[src/hw/mscm_pkg.sv]
// mscm_pkg: register map, field positions and counts of the link maintenance bank
package mscm_pkg;

  // ------------------------------------------------------------
  // register indices (byte address is four times the index)
  // ------------------------------------------------------------
  localparam logic [7:0] IDX_MASTER_CFG = 8'h01;
  localparam logic [7:0] IDX_MISC_IRQ = 8'h03;
  localparam logic [7:0] IDX_CLK_MON = 8'h04;
  localparam logic [7:0] IDX_LINK_MAINT = 8'h05;
  localparam logic [7:0] IDX_XAD_LOW = 8'h06;
  localparam logic [7:0] IDX_XAD_HIGH = 8'h07;
  localparam logic [7:0] IDX_XAM_LOW = 8'h08;
  localparam logic [7:0] IDX_XAM_HIGH = 8'h09;

  // ------------------------------------------------------------
  // field positions
  // ------------------------------------------------------------
  localparam int CFG_MASTER_IRQ_EN = 2;
  localparam int MISC_REF_LOCK_CHG = 0;
  localparam int MISC_CODE_STATUS = 1;
  localparam int MISC_SERIAL_RX = 2;
  localparam int MISC_EXTRACT_FIFO = 3;
  localparam int CLK_IN_ACT = 0;
  localparam int CLK_OUT_ACT = 1;
  localparam int CLK_REF_ACT = 2;
  localparam int CLK_UNLOCKED = 3;
  localparam int CLK_LOCK_IRQ_EN = 4;
  localparam int MAINT_DIAG_LOOP = 0;
  localparam int MAINT_METAL_LOOP = 2;
  localparam int MAINT_TX_FLOAT = 4;
  localparam int MAINT_DEFECT_OFF = 6;
  localparam int XAD_HIGH_BITS = 3;

  // ------------------------------------------------------------
  // reset values and counts
  // ------------------------------------------------------------
  localparam logic [7:0] MAINT_RESET = 8'h00;
  localparam logic [7:0] XAD_RESET = 8'h00;
  localparam logic [7:0] XAM_RESET = 8'h00;
  localparam logic MASTER_IRQ_EN_RESET = 1'b0;
  localparam logic LOCK_IRQ_EN_RESET = 1'b0;
  localparam int SERIAL_CLK_DIV = 6;
  localparam logic [1:0] RESP_OKAY = 2'h0;
  localparam logic [1:0] RESP_SLVERR = 2'h2;

endpackage : mscm_pkg

[src/hw/mscm_bank.sv]
// mscm_bank: status, clock monitor, link maintenance and address match bank
// ------------------------------------------------------------
// ------------------------------------------------------------
`timescale 1ns/1ps
`default_nettype none
module mscm_bank #(
  parameter int ADDR_W = 8,
  parameter int XADDR_W = 11
) (
  // clock and reset
  input wire logic aclk,
  input wire logic aresetn,
  // axi4-lite write address and data
  input wire logic [ADDR_W-1:0] awaddr,
  input wire logic [2:0] awprot,
  input wire logic awvalid,
  output logic awready,
  input wire logic [31:0] wdata,
  input wire logic [3:0] wstrb,
  input wire logic wvalid,
  output logic wready,
  // axi4-lite write response
  output logic [1:0] bresp,
  output logic bvalid,
  input wire logic bready,
  // axi4-lite read
  input wire logic [ADDR_W-1:0] araddr,
  input wire logic [2:0] arprot,
  input wire logic arvalid,
  output logic arready,
  output logic [31:0] rdata,
  output logic [1:0] rresp,
  output logic rvalid,
  input wire logic rready,
  // monitored clocks, sampled as levels
  input wire logic bus_input_clock,
  input wire logic bus_output_clock,
  input wire logic reference_clock_in,
  input wire logic hs_link_clock,
  input wire logic bus_interface_select,
  // source status
  input wire logic ref_unlocked_in,
  input wire logic [1:0] code_status_pending,
  input wire logic serial_rx_pending,
  input wire logic [1:0] extract_fifo_pending,
  // interrupt pin, open drain
  output logic irq_out_n,
  output logic irq_out_n_oe,
  // link datapath, index 0 is link 1
  input wire logic [1:0] link_los,
  input wire logic [1:0] link_lcd,
  input wire logic [1:0] remote_loop_req,
  input wire logic [1:0] link_tx_data,
  input wire logic [1:0] link_rx_sliced,
  input wire logic [1:0] link_rx_recovered,
  output logic link1_tx_pair,
  output logic link1_tx_pair_oe,
  output logic link2_tx_pair,
  output logic link2_tx_pair_oe,
  output logic [1:0] rx_clk_from_tx,
  output logic [1:0] rx_data_to_core,
  output logic [1:0] send_defect_code,
  // extended address match
  input wire logic in_port_bus_master_sel,
  input wire logic ext_addr_protocol_sel,
  input wire logic [XADDR_W-1:0] prepend_xaddr_in,
  input wire logic prepend_xaddr_valid,
  output logic cell_accept,
  input wire logic out_port_bus_master_sel,
  input wire logic out_bus8_sel,
  input wire logic [15:0] out_prepend_in,
  output logic [15:0] out_prepend_xaddr
);

  typedef struct packed {
    logic aw_hold;
    logic [ADDR_W-1:0] aw_addr;
    logic w_hold;
    logic [7:0] w_byte;
    logic w_lane0;
    logic awready;
    logic wready;
    logic bvalid;
    logic [1:0] bresp;
    logic arready;
    logic rvalid;
    logic [31:0] rdata;
    logic [1:0] rresp;
    logic master_irq_en;
    logic lock_irq_en;
    logic lock_chg;
    logic serial_rx;
    logic [2:0] activity;
    logic [7:0] maint;
    logic [XADDR_W-1:0] ext_addr_match_value;
    logic [XADDR_W-1:0] ext_addr_mask_value;
    logic [2:0] div_cnt;
    logic csd_clk;
    logic irq_n;
    logic irq_oe;
    logic [1:0] tx_pair;
    logic [1:0] tx_oe;
    logic [1:0] rx_clk_tx;
    logic [1:0] rx_data;
    logic [1:0] defect;
    logic accept;
    logic [15:0] out_xaddr;
  } mscm_state_t;

  mscm_state_t st_r;
  mscm_state_t st_nxt;

  logic in_rise;
  logic out_rise;
  logic ref_rise;
  logic hs_rise;
  logic csd_rise;
  logic lock_change;
  logic in_clk_sel;

  // ------------------------------------------------------------
  // edge detection on the sampled clocks
  // ------------------------------------------------------------
  assign in_clk_sel = bus_interface_select ? bus_input_clock : st_r.csd_clk;

  mscm_rise_detect u_in_clk (
    .aclk(aclk), .aresetn(aresetn), .level_in(in_clk_sel),
    .rise_pulse(in_rise), .change_pulse()
  );
  mscm_rise_detect u_out_clk (
    .aclk(aclk), .aresetn(aresetn), .level_in(bus_output_clock),
    .rise_pulse(out_rise), .change_pulse()
  );
  mscm_rise_detect u_ref_clk (
    .aclk(aclk), .aresetn(aresetn), .level_in(reference_clock_in),
    .rise_pulse(ref_rise), .change_pulse()
  );
  mscm_rise_detect u_hs_clk (
    .aclk(aclk), .aresetn(aresetn), .level_in(hs_link_clock),
    .rise_pulse(hs_rise), .change_pulse()
  );
  mscm_rise_detect u_lock (
    .aclk(aclk), .aresetn(aresetn), .level_in(ref_unlocked_in),
    .rise_pulse(), .change_pulse(lock_change)
  );

  assign csd_rise = hs_rise && !st_r.csd_clk &&
    (st_r.div_cnt == 3'((mscm_pkg::SERIAL_CLK_DIV / 2) - 1));

  // ------------------------------------------------------------
  // next state
  // ------------------------------------------------------------
  always_comb begin
    logic [7:0] rd_idx;
    logic [7:0] wr_idx;
    logic [7:0] rd_val;
    logic rd_hit;
    logic do_read;
    logic do_write;
    logic rd_misc;
    logic rd_clk;
    logic [XADDR_W-1:0] diff;
    rd_idx = 8'(araddr >> 2);
    wr_idx = 8'(st_r.aw_addr >> 2);
    rd_val = 8'h00;
    rd_hit = 1'b1;
    diff = '0;
    do_read = 1'b0;
    do_write = 1'b0;
    rd_misc = 1'b0;
    rd_clk = 1'b0;
    st_nxt = st_r;

    // divider producing the internal serial clock, high-speed over six
    if (hs_rise) begin
      if (st_r.div_cnt == 3'((mscm_pkg::SERIAL_CLK_DIV / 2) - 1)) begin
        st_nxt.div_cnt = 3'h0;
        st_nxt.csd_clk = ~st_r.csd_clk;
      end else begin
        st_nxt.div_cnt = st_r.div_cnt + 3'h1;
      end
    end

    // register read: misc summary and clock monitor reads have side effects
    do_read = arvalid && st_r.arready;
    case (rd_idx)
      mscm_pkg::IDX_MASTER_CFG: begin
        rd_val[mscm_pkg::CFG_MASTER_IRQ_EN] = st_r.master_irq_en;
      end
      mscm_pkg::IDX_MISC_IRQ: begin
        rd_val[mscm_pkg::MISC_REF_LOCK_CHG] = st_r.lock_chg;
        rd_val[mscm_pkg::MISC_CODE_STATUS] = |code_status_pending;
        rd_val[mscm_pkg::MISC_SERIAL_RX] = st_r.serial_rx;
        rd_val[mscm_pkg::MISC_EXTRACT_FIFO] = |extract_fifo_pending;
      end
      mscm_pkg::IDX_CLK_MON: begin
        rd_val[2:0] = st_r.activity;
        rd_val[mscm_pkg::CLK_UNLOCKED] = ref_unlocked_in;
        rd_val[mscm_pkg::CLK_LOCK_IRQ_EN] = st_r.lock_irq_en;
      end
      mscm_pkg::IDX_LINK_MAINT: rd_val = st_r.maint;
      mscm_pkg::IDX_XAD_LOW: rd_val = st_r.ext_addr_match_value[7:0];
      mscm_pkg::IDX_XAD_HIGH: rd_val[2:0] = st_r.ext_addr_match_value[XADDR_W-1:8];
      mscm_pkg::IDX_XAM_LOW: rd_val = st_r.ext_addr_mask_value[7:0];
      mscm_pkg::IDX_XAM_HIGH: rd_val[2:0] = st_r.ext_addr_mask_value[XADDR_W-1:8];
      default: rd_hit = 1'b0;
    endcase
    rd_misc = do_read && (rd_idx == mscm_pkg::IDX_MISC_IRQ);
    rd_clk = do_read && (rd_idx == mscm_pkg::IDX_CLK_MON);
    if (do_read) begin
      st_nxt.rvalid = 1'b1;
      st_nxt.rdata = {24'h000000, rd_val};
      st_nxt.rresp = rd_hit ? mscm_pkg::RESP_OKAY : mscm_pkg::RESP_SLVERR;
    end else if (st_r.rvalid && rready) begin
      st_nxt.rvalid = 1'b0;
    end
    st_nxt.arready = !st_nxt.rvalid;

    // sticky flags: a new event in the clearing cycle wins
    if (rd_misc) begin
      st_nxt.lock_chg = 1'b0;
      st_nxt.serial_rx = 1'b0;
    end
    if (lock_change) st_nxt.lock_chg = 1'b1;
    if (serial_rx_pending) st_nxt.serial_rx = 1'b1;
    if (rd_clk) st_nxt.activity = 3'h0;
    if (in_rise && bus_interface_select) begin
      st_nxt.activity[mscm_pkg::CLK_IN_ACT] = 1'b1;
    end
    if (csd_rise && !bus_interface_select) begin
      st_nxt.activity[mscm_pkg::CLK_IN_ACT] = 1'b1;
    end
    if (out_rise) st_nxt.activity[mscm_pkg::CLK_OUT_ACT] = 1'b1;
    if (ref_rise) st_nxt.activity[mscm_pkg::CLK_REF_ACT] = 1'b1;

    // write channel: address and data taken in either order
    if (awvalid && st_r.awready) begin
      st_nxt.aw_hold = 1'b1;
      st_nxt.aw_addr = awaddr;
    end
    if (wvalid && st_r.wready) begin
      st_nxt.w_hold = 1'b1;
      st_nxt.w_byte = wdata[7:0];
      st_nxt.w_lane0 = wstrb[0];
    end
    do_write = st_r.aw_hold && st_r.w_hold && !st_r.bvalid;
    if (do_write) begin
      st_nxt.aw_hold = 1'b0;
      st_nxt.w_hold = 1'b0;
      st_nxt.bvalid = 1'b1;
      st_nxt.bresp = mscm_pkg::RESP_OKAY;
      // only the low lane carries register bits; others are dropped
      case (wr_idx)
        mscm_pkg::IDX_MASTER_CFG: begin
          if (st_r.w_lane0) begin
            st_nxt.master_irq_en = st_r.w_byte[mscm_pkg::CFG_MASTER_IRQ_EN];
          end
        end
        mscm_pkg::IDX_MISC_IRQ: ;
        mscm_pkg::IDX_CLK_MON: begin
          if (st_r.w_lane0) begin
            st_nxt.lock_irq_en = st_r.w_byte[mscm_pkg::CLK_LOCK_IRQ_EN];
          end
        end
        mscm_pkg::IDX_LINK_MAINT: begin
          if (st_r.w_lane0) st_nxt.maint = st_r.w_byte;
        end
        mscm_pkg::IDX_XAD_LOW: begin
          if (st_r.w_lane0) st_nxt.ext_addr_match_value[7:0] = st_r.w_byte;
        end
        mscm_pkg::IDX_XAD_HIGH: begin
          if (st_r.w_lane0) begin
            st_nxt.ext_addr_match_value[XADDR_W-1:8] = st_r.w_byte[2:0];
          end
        end
        mscm_pkg::IDX_XAM_LOW: begin
          if (st_r.w_lane0) st_nxt.ext_addr_mask_value[7:0] = st_r.w_byte;
        end
        mscm_pkg::IDX_XAM_HIGH: begin
          if (st_r.w_lane0) st_nxt.ext_addr_mask_value[XADDR_W-1:8] = st_r.w_byte[2:0];
        end
        default: st_nxt.bresp = mscm_pkg::RESP_SLVERR;
      endcase
    end else if (st_r.bvalid && bready) begin
      st_nxt.bvalid = 1'b0;
    end
    st_nxt.awready = !st_nxt.aw_hold && !st_nxt.bvalid;
    st_nxt.wready = !st_nxt.w_hold && !st_nxt.bvalid;

    // interrupt pin: pulled low while a lock change is pending and enabled
    st_nxt.irq_n = 1'b0;
    st_nxt.irq_oe = st_nxt.master_irq_en && st_nxt.lock_irq_en &&
      st_nxt.lock_chg;

    // link maintenance datapath
    for (int i = 0; i < 2; i++) begin
      st_nxt.rx_clk_tx[i] = st_nxt.maint[mscm_pkg::MAINT_DIAG_LOOP + i];
      st_nxt.rx_data[i] = st_nxt.rx_clk_tx[i] ? link_tx_data[i] :
        link_rx_recovered[i];
      st_nxt.tx_pair[i] = (st_nxt.maint[mscm_pkg::MAINT_METAL_LOOP + i] ||
        remote_loop_req[i]) ? link_rx_sliced[i] : link_tx_data[i];
      st_nxt.tx_oe[i] = !st_nxt.maint[mscm_pkg::MAINT_TX_FLOAT + i];
      st_nxt.defect[i] = !st_nxt.maint[mscm_pkg::MAINT_DEFECT_OFF + i] &&
        (link_los[i] || link_lcd[i]);
    end

    // extended address compare, positions with a clear mask bit always match
    diff = (prepend_xaddr_in ^ st_nxt.ext_addr_match_value) & st_nxt.ext_addr_mask_value;
    st_nxt.accept = prepend_xaddr_valid && ext_addr_protocol_sel &&
      !in_port_bus_master_sel && (diff == '0);

    // prepend insertion on the slave output port
    st_nxt.out_xaddr = out_prepend_in;
    if (!out_port_bus_master_sel) begin
      if (out_bus8_sel) begin
        st_nxt.out_xaddr[7:5] = st_nxt.ext_addr_match_value[2:0];
      end else begin
        st_nxt.out_xaddr[15:16-XADDR_W] = st_nxt.ext_addr_match_value;
      end
    end
  end

  // ------------------------------------------------------------
  // state register
  // ------------------------------------------------------------
  always_ff @(posedge aclk) begin
    if (!aresetn) begin
      st_r <= '0;
      st_r.master_irq_en <= mscm_pkg::MASTER_IRQ_EN_RESET;
      st_r.lock_irq_en <= mscm_pkg::LOCK_IRQ_EN_RESET;
      st_r.maint <= mscm_pkg::MAINT_RESET;
      st_r.ext_addr_match_value <= XADDR_W'(mscm_pkg::XAD_RESET);
      st_r.ext_addr_mask_value <= XADDR_W'(mscm_pkg::XAM_RESET);
      st_r.tx_oe <= 2'h3;
      st_r.irq_n <= 1'b1;
    end else begin
      st_r <= st_nxt;
    end
  end

  // ------------------------------------------------------------
  // outputs
  // ------------------------------------------------------------
  assign awready = st_r.awready;
  assign wready = st_r.wready;
  assign bvalid = st_r.bvalid;
  assign bresp = st_r.bresp;
  assign arready = st_r.arready;
  assign rvalid = st_r.rvalid;
  assign rdata = st_r.rdata;
  assign rresp = st_r.rresp;
  assign irq_out_n = st_r.irq_n;
  assign irq_out_n_oe = st_r.irq_oe;
  assign link1_tx_pair = st_r.tx_pair[0];
  assign link2_tx_pair = st_r.tx_pair[1];
  assign link1_tx_pair_oe = st_r.tx_oe[0];
  assign link2_tx_pair_oe = st_r.tx_oe[1];
  assign rx_clk_from_tx = st_r.rx_clk_tx;
  assign rx_data_to_core = st_r.rx_data;
  assign send_defect_code = st_r.defect;
  assign cell_accept = st_r.accept;
  assign out_prepend_xaddr = st_r.out_xaddr;

  // ------------------------------------------------------------
  // checks
  // ------------------------------------------------------------
  lock_flag_set_a: assert property (@(posedge aclk) disable iff (!aresetn)
    lock_change |=> st_r.lock_chg)
    else $error("lock change did not set its flag");
  code_summary_a: assert property (@(posedge aclk) disable iff (!aresetn)
    arvalid && arready && araddr[7:2] == 6'h03 |=>
      rdata[1] == $past(|code_status_pending))
    else $error("code summary read wrong");
  serial_clear_a: assert property (@(posedge aclk) disable iff (!aresetn)
    arvalid && arready && araddr[7:2] == 6'h03 && !serial_rx_pending
      |=> !st_r.serial_rx)
    else $error("serial summary not cleared by read");
  ref_activity_a: assert property (@(posedge aclk) disable iff (!aresetn)
    ref_rise |=> st_r.activity[2])
    else $error("reference activity not set");
  out_activity_a: assert property (@(posedge aclk) disable iff (!aresetn)
    out_rise ##1 !(arvalid && arready && araddr[7:2] == 6'h04)
      |=> st_r.activity[1])
    else $error("output activity lost before a read");
  irq_float_a: assert property (@(posedge aclk) disable iff (!aresetn)
    !st_r.master_irq_en |-> !irq_out_n_oe)
    else $error("interrupt driven while master enable low");
  tx_float_a: assert property (@(posedge aclk) disable iff (!aresetn)
    st_r.maint[mscm_pkg::MAINT_TX_FLOAT] |-> !link1_tx_pair_oe)
    else $error("link 1 driven while float bit set");
  defect_send_a: assert property (@(posedge aclk) disable iff (!aresetn)
    $past(aresetn) && !st_r.maint[6] && !$past(st_r.maint[6]) &&
      $past(link_los[0])
      |-> send_defect_code[0])
    else $error("defect codeword not sent on loss of signal");
  addr_accept_a: assert property (@(posedge aclk) disable iff (!aresetn)
    prepend_xaddr_valid && in_port_bus_master_sel |=> !cell_accept)
    else $error("cell accepted while input port is master");
  write_resp_a: assert property (@(posedge aclk) disable iff (!aresetn)
    st_r.aw_hold && st_r.w_hold && !bvalid |=> bvalid)
    else $error("write response missing");

endmodule : mscm_bank
`default_nettype wire

[src/hw/mscm_rise_detect.sv]
// mscm_rise_detect: rising-transition detector for a sampled clock or level
`timescale 1ns/1ps
`default_nettype none
module mscm_rise_detect (
  // clock and reset
  input wire logic aclk,
  input wire logic aresetn,
  // watched level and its transitions
  input wire logic level_in,
  output logic rise_pulse,
  output logic change_pulse
);

  typedef struct packed {
    logic prev_r;
  } mscm_rise_state_t;

  mscm_rise_state_t st_r;
  mscm_rise_state_t st_nxt;

  always_comb begin
    st_nxt = st_r;
    st_nxt.prev_r = level_in;
  end

  always_ff @(posedge aclk) begin
    if (!aresetn) begin
      st_r <= '0;
    end else begin
      st_r <= st_nxt;
    end
  end

  // the first sample after reset compares against a low history
  assign rise_pulse = level_in & ~st_r.prev_r;
  assign change_pulse = level_in ^ st_r.prev_r;

  rise_one_cycle_a: assert property (@(posedge aclk) disable iff (!aresetn)
    rise_pulse |=> !rise_pulse)
    else $error("rise pulse lasted more than one cycle");

endmodule : mscm_rise_detect
`default_nettype wire

[config.mk]
export PLATFORM = sky130hd
export DESIGN_NAME = mscm_bank
export DESIGN_NICKNAME = d
export VERILOG_FILES = /design/src/hw/mscm_pkg.sv /design/src/hw/mscm_bank.sv /design/src/hw/mscm_rise_detect.sv
export SDC_FILE = /design/constraint.sdc
export NUM_CORES = 1
export LEC_CHECK = 0
export ABC_AREA = 1
export ABC_CLOCK_PERIOD_IN_PS = 2300
export BUFFER_PORTS_ARGS = -buffer_cell sky130_fd_sc_hd__buf_4
export CAP_MARGIN = 20
export CORE_MARGIN = 2
export CORE_UTILIZATION = 47
export CTS_BUF_LIST = sky130_fd_sc_hd__clkbuf_4
export CTS_CLUSTER_DIAMETER = 30
export DETAILED_ROUTE_END_ITERATION = 16
export PLACE_DENSITY = 0.84
export SETUP_SLACK_MARGIN = 0.1
export SLEW_MARGIN = 25
export SYNTH_ARGS = -nofsm -noshare
export SYNTH_HDL_FRONTEND = slang
export SYNTH_SLANG_ARGS = --single-unit
[constraint.sdc]
create_clock -name aclk -period 2.3 [get_ports aclk]
set_clock_uncertainty 0.05 [all_clocks]
set_input_delay 0 -clock aclk [delete_from_list [all_inputs] [get_ports aclk]]
set_output_delay 0 -clock aclk [all_outputs]
set_load 0.01 [all_outputs]
==> results of run 1 <==
metal layers:
metal  vias up  GRT usage (%)  part of all wire [%]
met5         -              0                     0
met4         0           7.78                   1.6
met3        21           3.15                   7.3
met2       231           40.7                    50
met1      2243           28.5                    41
li1       2515              -                     -
power by group through the flow:
stage	clock (W)	combinational (W)	sequential (W)
floorplan	0	0.000281	0.00197
global placement	0	0.000419	0.00197
detailed placement	0	0.000427	0.00197
CTS	0.00106	0.000541	0.00193
global route	0.00114	0.000606	0.00194
finish	0.00105	0.000556	0.00193
cells by family after synthesis:
kind of cell           share of synthesized area, %
AO/OA/AOI/OAI                                  13.5
XOR/XNOR                                      0.173
buffers and inverters                          18.0
flip-flops                                     41.6
other                                        0.0742
AND/OR/NAND/NOR                                26.7
timing repair:
action,in CTS,in global routing
endpoints found under the hold margin,65,0
setup endpoints to repair,0,7
setup buffers,0,14
resized for setup,0,4
hold buffers,83,0
layout make-up:
class	count	area, um2	share of cell area, %
repair buffers	225	1900	27.7
clock buffers	9	67.6	0.987
well taps	136	170	2.49
clock inverters	7	92.6	1.35
multi-input cells	446	2140	31.3
inverters	99	372	5.43
flip-flops and latches	105	2100	30.7
worst paths after layout:
| check | startpoint | to | cells past startpoint |
|---|---|---|---|
| hold / removal | prepend_xaddr_in[0] | cell_accept | 8 |
| setup reg to reg | st_r[128] | send_defect_code[1] | 9 |
| setup / recovery | st_r[128] | send_defect_code[1] | 9 |
| hold reg to reg | u_ref_clk.st_r | st_r[65] | 1 |
Yosys cell counts, drive strengths merged (2+ instances only):
| cell type | n |
|---|---|
| o22ai | 8 |
| o21a | 4 |
| nor3 | 9 |
| nand3 | 51 |
| clkbuf | 10 |
| a21oi | 45 |
| o211ai | 8 |
| nand4 | 2 |
| dfxtp | 105 |
| nand2 | 128 |
| inv | 99 |
| o32ai | 2 |
| nor2 | 102 |
| buf | 65 |
| and2 | 2 |
| o21ai | 49 |
critical path: cells and delay by family, from the launching register on:
| kind | cells | cell delay (ns) |
|---|---|---|
| and+or+nand+nor | 6 | 0.79 |
| buffers and inverters | 1 | 0.56 |
| DFF | 1 | 0.37 |
| AOI/OAI and AO/OA | 2 | 0.29 |
flip-flops by register name, indices dropped and copies added, names as in the netlist, 2 cells and up:
register           flops
out_prepend_xaddr     16
send_defect_code       2
st_r                  58
rdata                  8
rx_data_to_core        2
metrics by stage:
| step | cell area [um2] | setup WS (ns) |
|---|---|---|
| 2_1_floorplan | 5150 | 0.781 |
| 3_3_place_gp | 5740 | 0.464 |
| 3_5_place_dp | 5740 | 0.404 |
| 4_1_cts | 6730 | 0.143 |
| 5_1_grt | 6850 | 0.00353 |
| 6_report | 6850 | 0.139 |
==> results by group, run 1 <==
Global routing
  • Number of global-route vias before repair: 4492
  • Initial antenna violation count: 0
  • Pin count of the biggest net entering global routing: 46
  • First-pass GRT wire length: around 21000 um
  • GR Util All Layers: 23.0%
  • Total grt overflow: 0

Synthesis
  • Synth unique cells: 41
  • Sequential fraction of the synthesis area: roughly two fifths
  • Post-synth EDFFs: 0
  • Ys async rst share: 0%
  • Top cells by area, synth: dfxtp_1 42%, nand2_1 8.9%, buf_4 8.6%
  • Avg Cell Area, Syn: between 7 and 8 um2
  • Syn Std Cell Area: between 5000 and 6000 um2
  • Top_reg_cell synth: dfxtp_1
  • Synth Warn #: 0
  • Largest area contributor in the synthesized netlist: dfxtp_1
  • Syn Inst Count: 700
  • Yosys reg bits: between 100 and 150
  • Share of the synthesized area in the top cell type: 41.6%

Clock tree
  • CTS clk-pin slew, worst paths: 0.16 ns
  • CTS buffer count: 9
  • CTS tree: done
  • Num Clock Sinks: 105
  • Worst-skew pair later-pin latency: about 0.44 ns
  • H-tree levels: 3
  • Max clock buf depth: 2
  • Root buffer cell: clkbuf_4

Layout
  • Util after Layout: between 60% and 70%
  • Layout cells sized above 1: about a fifth
  • Final non-filler cell total: between 1000 and 1500
  • Commonest non-fill, non-tap cell in the layout: buf_4
  • Final nets: just over 1000
  • ANT cells: 0
  • Commonest non-fill, non-tap cells in the layout: 142 x buf_4, 120 x nand2_1, 105 x dfxtp_1, 96 x inv_1, 89 x nor2_1
  • Fill cell count: ~860
  • Area grow syn2layout: 35.4%

Setup path
  • Setup crit end kind: flip-flop
  • Critical Path AT: 2.45 ns
  • Setup crit start kind: flip-flop
  • R2r setup slk: 0.14 ns
  • Worst Path Max Fanout: 6
  • Worst Setup Path Type: reg2reg
  • Worst path most repeated cell: nor2_4
  • Required @ worst endpoint: 2.59 ns
  • Slowest-stage cell, CP: dlygate4sd3_1
  • Crit-path cells: nor2_4, nand2_2, nor2_4, nand2_2, nor2_4, o21ai_0, o21ai_1, dlygate4sd3_1, nor2_1
  • CP max stage delay: ~0.56 ns

Drt
  • Routed WL: about 14000 um
  • DRT Pass-1 Iters: 6
  • 1st-iter DRT viols: between 400 and 500
  • Avg Vias per Cell: 4.88
  • WL per Instance: 13.3 um
  • Vias after detailed routing: approximately 5000
  • Post-detailed-route count of antenna-violating nets: 0
  • DRC violations left: 0

Power and ir drop
  • Switching share of power: between 20% and 30%
  • Post-layout power: roughly 0.0035 W
  • Pwr per Cell Area: 517 nW/um2
  • Pleak: about 3.2 nW
  • Flop pwr share: between 50% and 60%
  • Clock share of power: approximately 30%
  • Internal cell power: approximately 0.0026 W
  • Comb pwr share: about 16%
  • Peak supply drop: 0.000332 V
  • Sw Pwr: between 0.0009 and 0.001 W

Die
  • Rows: 37
  • I/O pin total: between 150 and 200
  • Die Ht: 108 um
  • Die area: roughly 12000 um2
  • Total core area: between 10000 and 15000 um2
  • Die width: ~110 um
  • Initial Util: between 40 and 50%

STA
  • RSZ-0062 raised after global routing: true
  • Final setup fails: 0
  • Relative slew slack: a little over a third
  • Min Tclk post-route: approximately 2.2 ns
  • Max frequency: 463 MHz
  • Actual slew at the worst max-slew pin: 0.962 ns
  • Final slew viol count: 0
  • Fin crit share: between 90% and 100%
  • Final hold slack: about 0.017 ns
  • Setup TNS Final: 0 ns
  • Hold Vio Cnt, Final: 0

Job
  • # Max-Cap Violations: 0

Placement
  • RePlAce Congestion: between 0.8 and 0.9
  • Cell Count Post-Placement: between 900 and 1000
  • Half-perimeter wire length after placement: roughly 9100 um
  • Port bufs: between 100 and 150

Outcome
  • Status: finished, final reports clean

Worst hold path
  • HP Class: in2reg
Power figures use the tool's default switching activity.
==> run 2, diff against run 1 <==
Settings changed: CORE_UTILIZATION 47 to 55, PLACE_DENSITY 0.84 to 0.95.
==> run 2 against run 1 <==
Against the previous run: the flow now finishes with violations (hold timing); wire length rose by 13%; final cell count fell by 2.1%; core utilization up 12 points; global-route usage grew 6.0 points; combinational power is 4.3% higher; maximum frequency fell by 0.28%; register-to-register slack hardly changed; count of clock-buffer cells in the layout did not move; non-clock buffer count rose by 5; via count grew 7.5%; critical path depth increased by 1.
==> results by group, run 2 (same netlist as run 1, synthesis figures left out) <==
Die
  • Die area: around 10000 um2
  • I/O pin total: 190
  • Total core area: approximately 8800 um2
  • Rows: 34
  • Initial Util: a little under three fifths
  • Die width: approximately 100 um
  • Die Ht: about 100 um

Placement
  • RePlAce Congestion: between 0.9 and 1
  • Half-perimeter wire length after placement: roughly 9000 um
  • Port bufs: 126

Drt
  • DRC violations left: 0
  • DRT Pass-1 Iters: 6
  • Vias after detailed routing: 5388
  • WL per Instance: between 15 and 20 um
  • Routed WL: around 16000 um
  • Post-detailed-route count of antenna-violating nets: 0
  • 1st-iter DRT viols: roughly 550
  • Avg Vias per Cell: roughly 5.4

Global routing
  • GR Util All Layers: between 20% and 30%
  • Pin count of the biggest net entering global routing: between 40 and 50
  • First-pass GRT wire length: between 20000 and 25000 um
  • Number of global-route vias before repair: 4993
  • Total grt overflow: 0
  • Initial antenna violation count: 0

Setup path
  • Setup crit start: st_r[128]
  • Required @ worst endpoint: 2.67 ns
  • Reg-to-Reg Start: st_r[128]
  • Worst Path Max Fanout: 5
  • Setup crit start kind: flip-flop
  • Worst Setup Path Type: reg2reg
  • Critical Path AT: between 2 and 3 ns
  • Setup crit end kind: flip-flop

Clock tree
  • CTS buffer count: 9
  • Num Clock Sinks: approximately 110
  • Max clock buf depth: 2
  • Root buffer cell: clkbuf_4
  • CTS tree: done
  • CTS clk-pin slew, worst paths: between 0.15 and 0.2 ns
  • Worst-skew pair later-pin latency: about 0.48 ns
  • H-tree levels: 3

Power and ir drop
  • Internal cell power: around 0.0024 W
  • Comb pwr share: 17.0%
  • Pwr per Cell Area: 498 nW/um2
  • Sw Pwr: 0.000983 W
  • Switching share of power: between 20% and 30%
  • Clock share of power: around a quarter
  • Pleak: 3.23 nW
  • Flop pwr share: 56.8%
  • Peak supply drop: 0.000349 V

Layout
  • Util after Layout: 77.6%
  • Reg with most FFs: st_r
  • Layout cells sized above 1: between 20 and 25%
  • ANT cells: 0
  • Area grow syn2layout: 35.2%
  • Fill cell count: 570
  • Commonest non-fill, non-tap cells in the layout: 144 x buf_4, 120 x nand2_1, 105 x dfxtp_1, 96 x inv_1, 89 x nor2_1
  • Commonest non-fill, non-tap cell in the layout: buf_4
  • Max reg flops: between 50 and 60
  • Sequential cell area: roughly 2100 um2
  • Multi-input gate area: 2160 um2
  • Final nets: 1012

Worst hold path
  • HP Class: in2reg
  • Hold Crit Start: arvalid

STA
  • Min Tclk post-route: around 2.2 ns
  • Hold Vio Cnt, Final: 8
  • Final slew viol count: 0
  • Relative slew slack: between 30% and 40%
  • Max frequency: 461 MHz
  • Final setup fails: 0
  • Actual slew at the worst max-slew pin: between 0.9 and 1 ns
  • Final hold slack: -0.0223 ns
  • Setup TNS Final: 0 ns
  • Fin crit share: between 90% and 100%
  • RSZ-0062 raised after global routing: false

Job
  • # Max-Cap Violations: 0

Outcome
  • Failing checks: hold timing
  • Status: finished with violations
run 2: cell count changes in the layout (fill, tap and decap cells not counted), sizes merged:
cell,before,now
inv,100,101
dlygate4sd3,83,85
nor2,102,103
clkinv,3,4
bufinv,2,0
buf,142,145
run 2: path summary, 6_finish.rpt:
check                         to  depth (start not counted)  slack (ns)
max          send_defect_code[1]                         10        0.13
min                     rdata[4]                          4       -0.02
max reg2reg  send_defect_code[1]                         10        0.13
min reg2reg             st_r[65]                          1        0.38
run 2: through the flow:
| stage | total power, W | hold WS (ns) | setup slack (ns) | area [um2] | instances |
|---|---|---|---|---|---|
| 6_report | 0.00341 | -0.0223 | 0.133 | 6840 | 1005 |
| 5_1_grt | 0.00354 | 0.00117 | 0.0738 | 6840 | 1005 |
| 4_1_cts | 0.00335 | 0.00247 | 0.159 | 6690 | 988 |
| 3_5_place_dp | 0.00240 | 0.137 | 0.458 | 5710 | 887 |
| 3_3_place_gp | 0.00239 | 0.130 | 0.508 | 5710 | 887 |
| 2_1_floorplan | 0.00225 | 0.0435 | 0.781 | 5150 | 725 |
run 2: timing repair:
action | CTS | global route
setup buffers | 0 | 16
hold buffers | 85 | 0
setup endpoints to repair | 0 | 7
hold endpoints to repair | 63 | 0
resized for setup | 0 | 5
run 2: power groups by stage:
| stage | sequential (W) | clock (W) | combinational [W] |
|---|---|---|---|
| after global placement | 0.00197 | 0 | 0.000418 |
| final | 0.00194 | 0.000889 | 0.000580 |
| after global routing | 0.00194 | 0.000969 | 0.000629 |
| after floorplan | 0.00197 | 0 | 0.000281 |
| after CTS | 0.00193 | 0.000868 | 0.000546 |
| after detailed placement | 0.00197 | 0 | 0.000429 |
run 2: final cells by class:
type	instances	area share, %
inverters	99	5.44
flip-flops and latches	105	30.8
clock buffers	9	0.988
repair buffers	230	28.4
well taps	108	1.98
clock inverters	7	0.805
multi-input cells	447	31.6
run 2: layer usage:
metal | share of wire [%] | routed length, um | GRT usage (%) | vias up
met1 | 37 | 5800 | 34.8 | 2419
met5 | 0 | 0 | 0 | -
met2 | 49 | 7680 | 50.9 | 385
met3 | 9.8 | 1530 | 4.11 | 63
li1 | - | - | - | 2521
met4 | 3.4 | 523 | 13.8 | 0
run 2: critical path: stages, from the launching register on:
cell	delay (ns)
dfxtp_1	0.38
nor2_4	0.20
nand2_2	0.14
nor2_4	0.15
nand2_4	0.10
inv_2	0.11
nand2_1	0.06
o21ai_0	0.11
o21ai_0	0.13
dlygate4sd3_1	0.58
nor2_1	0.09
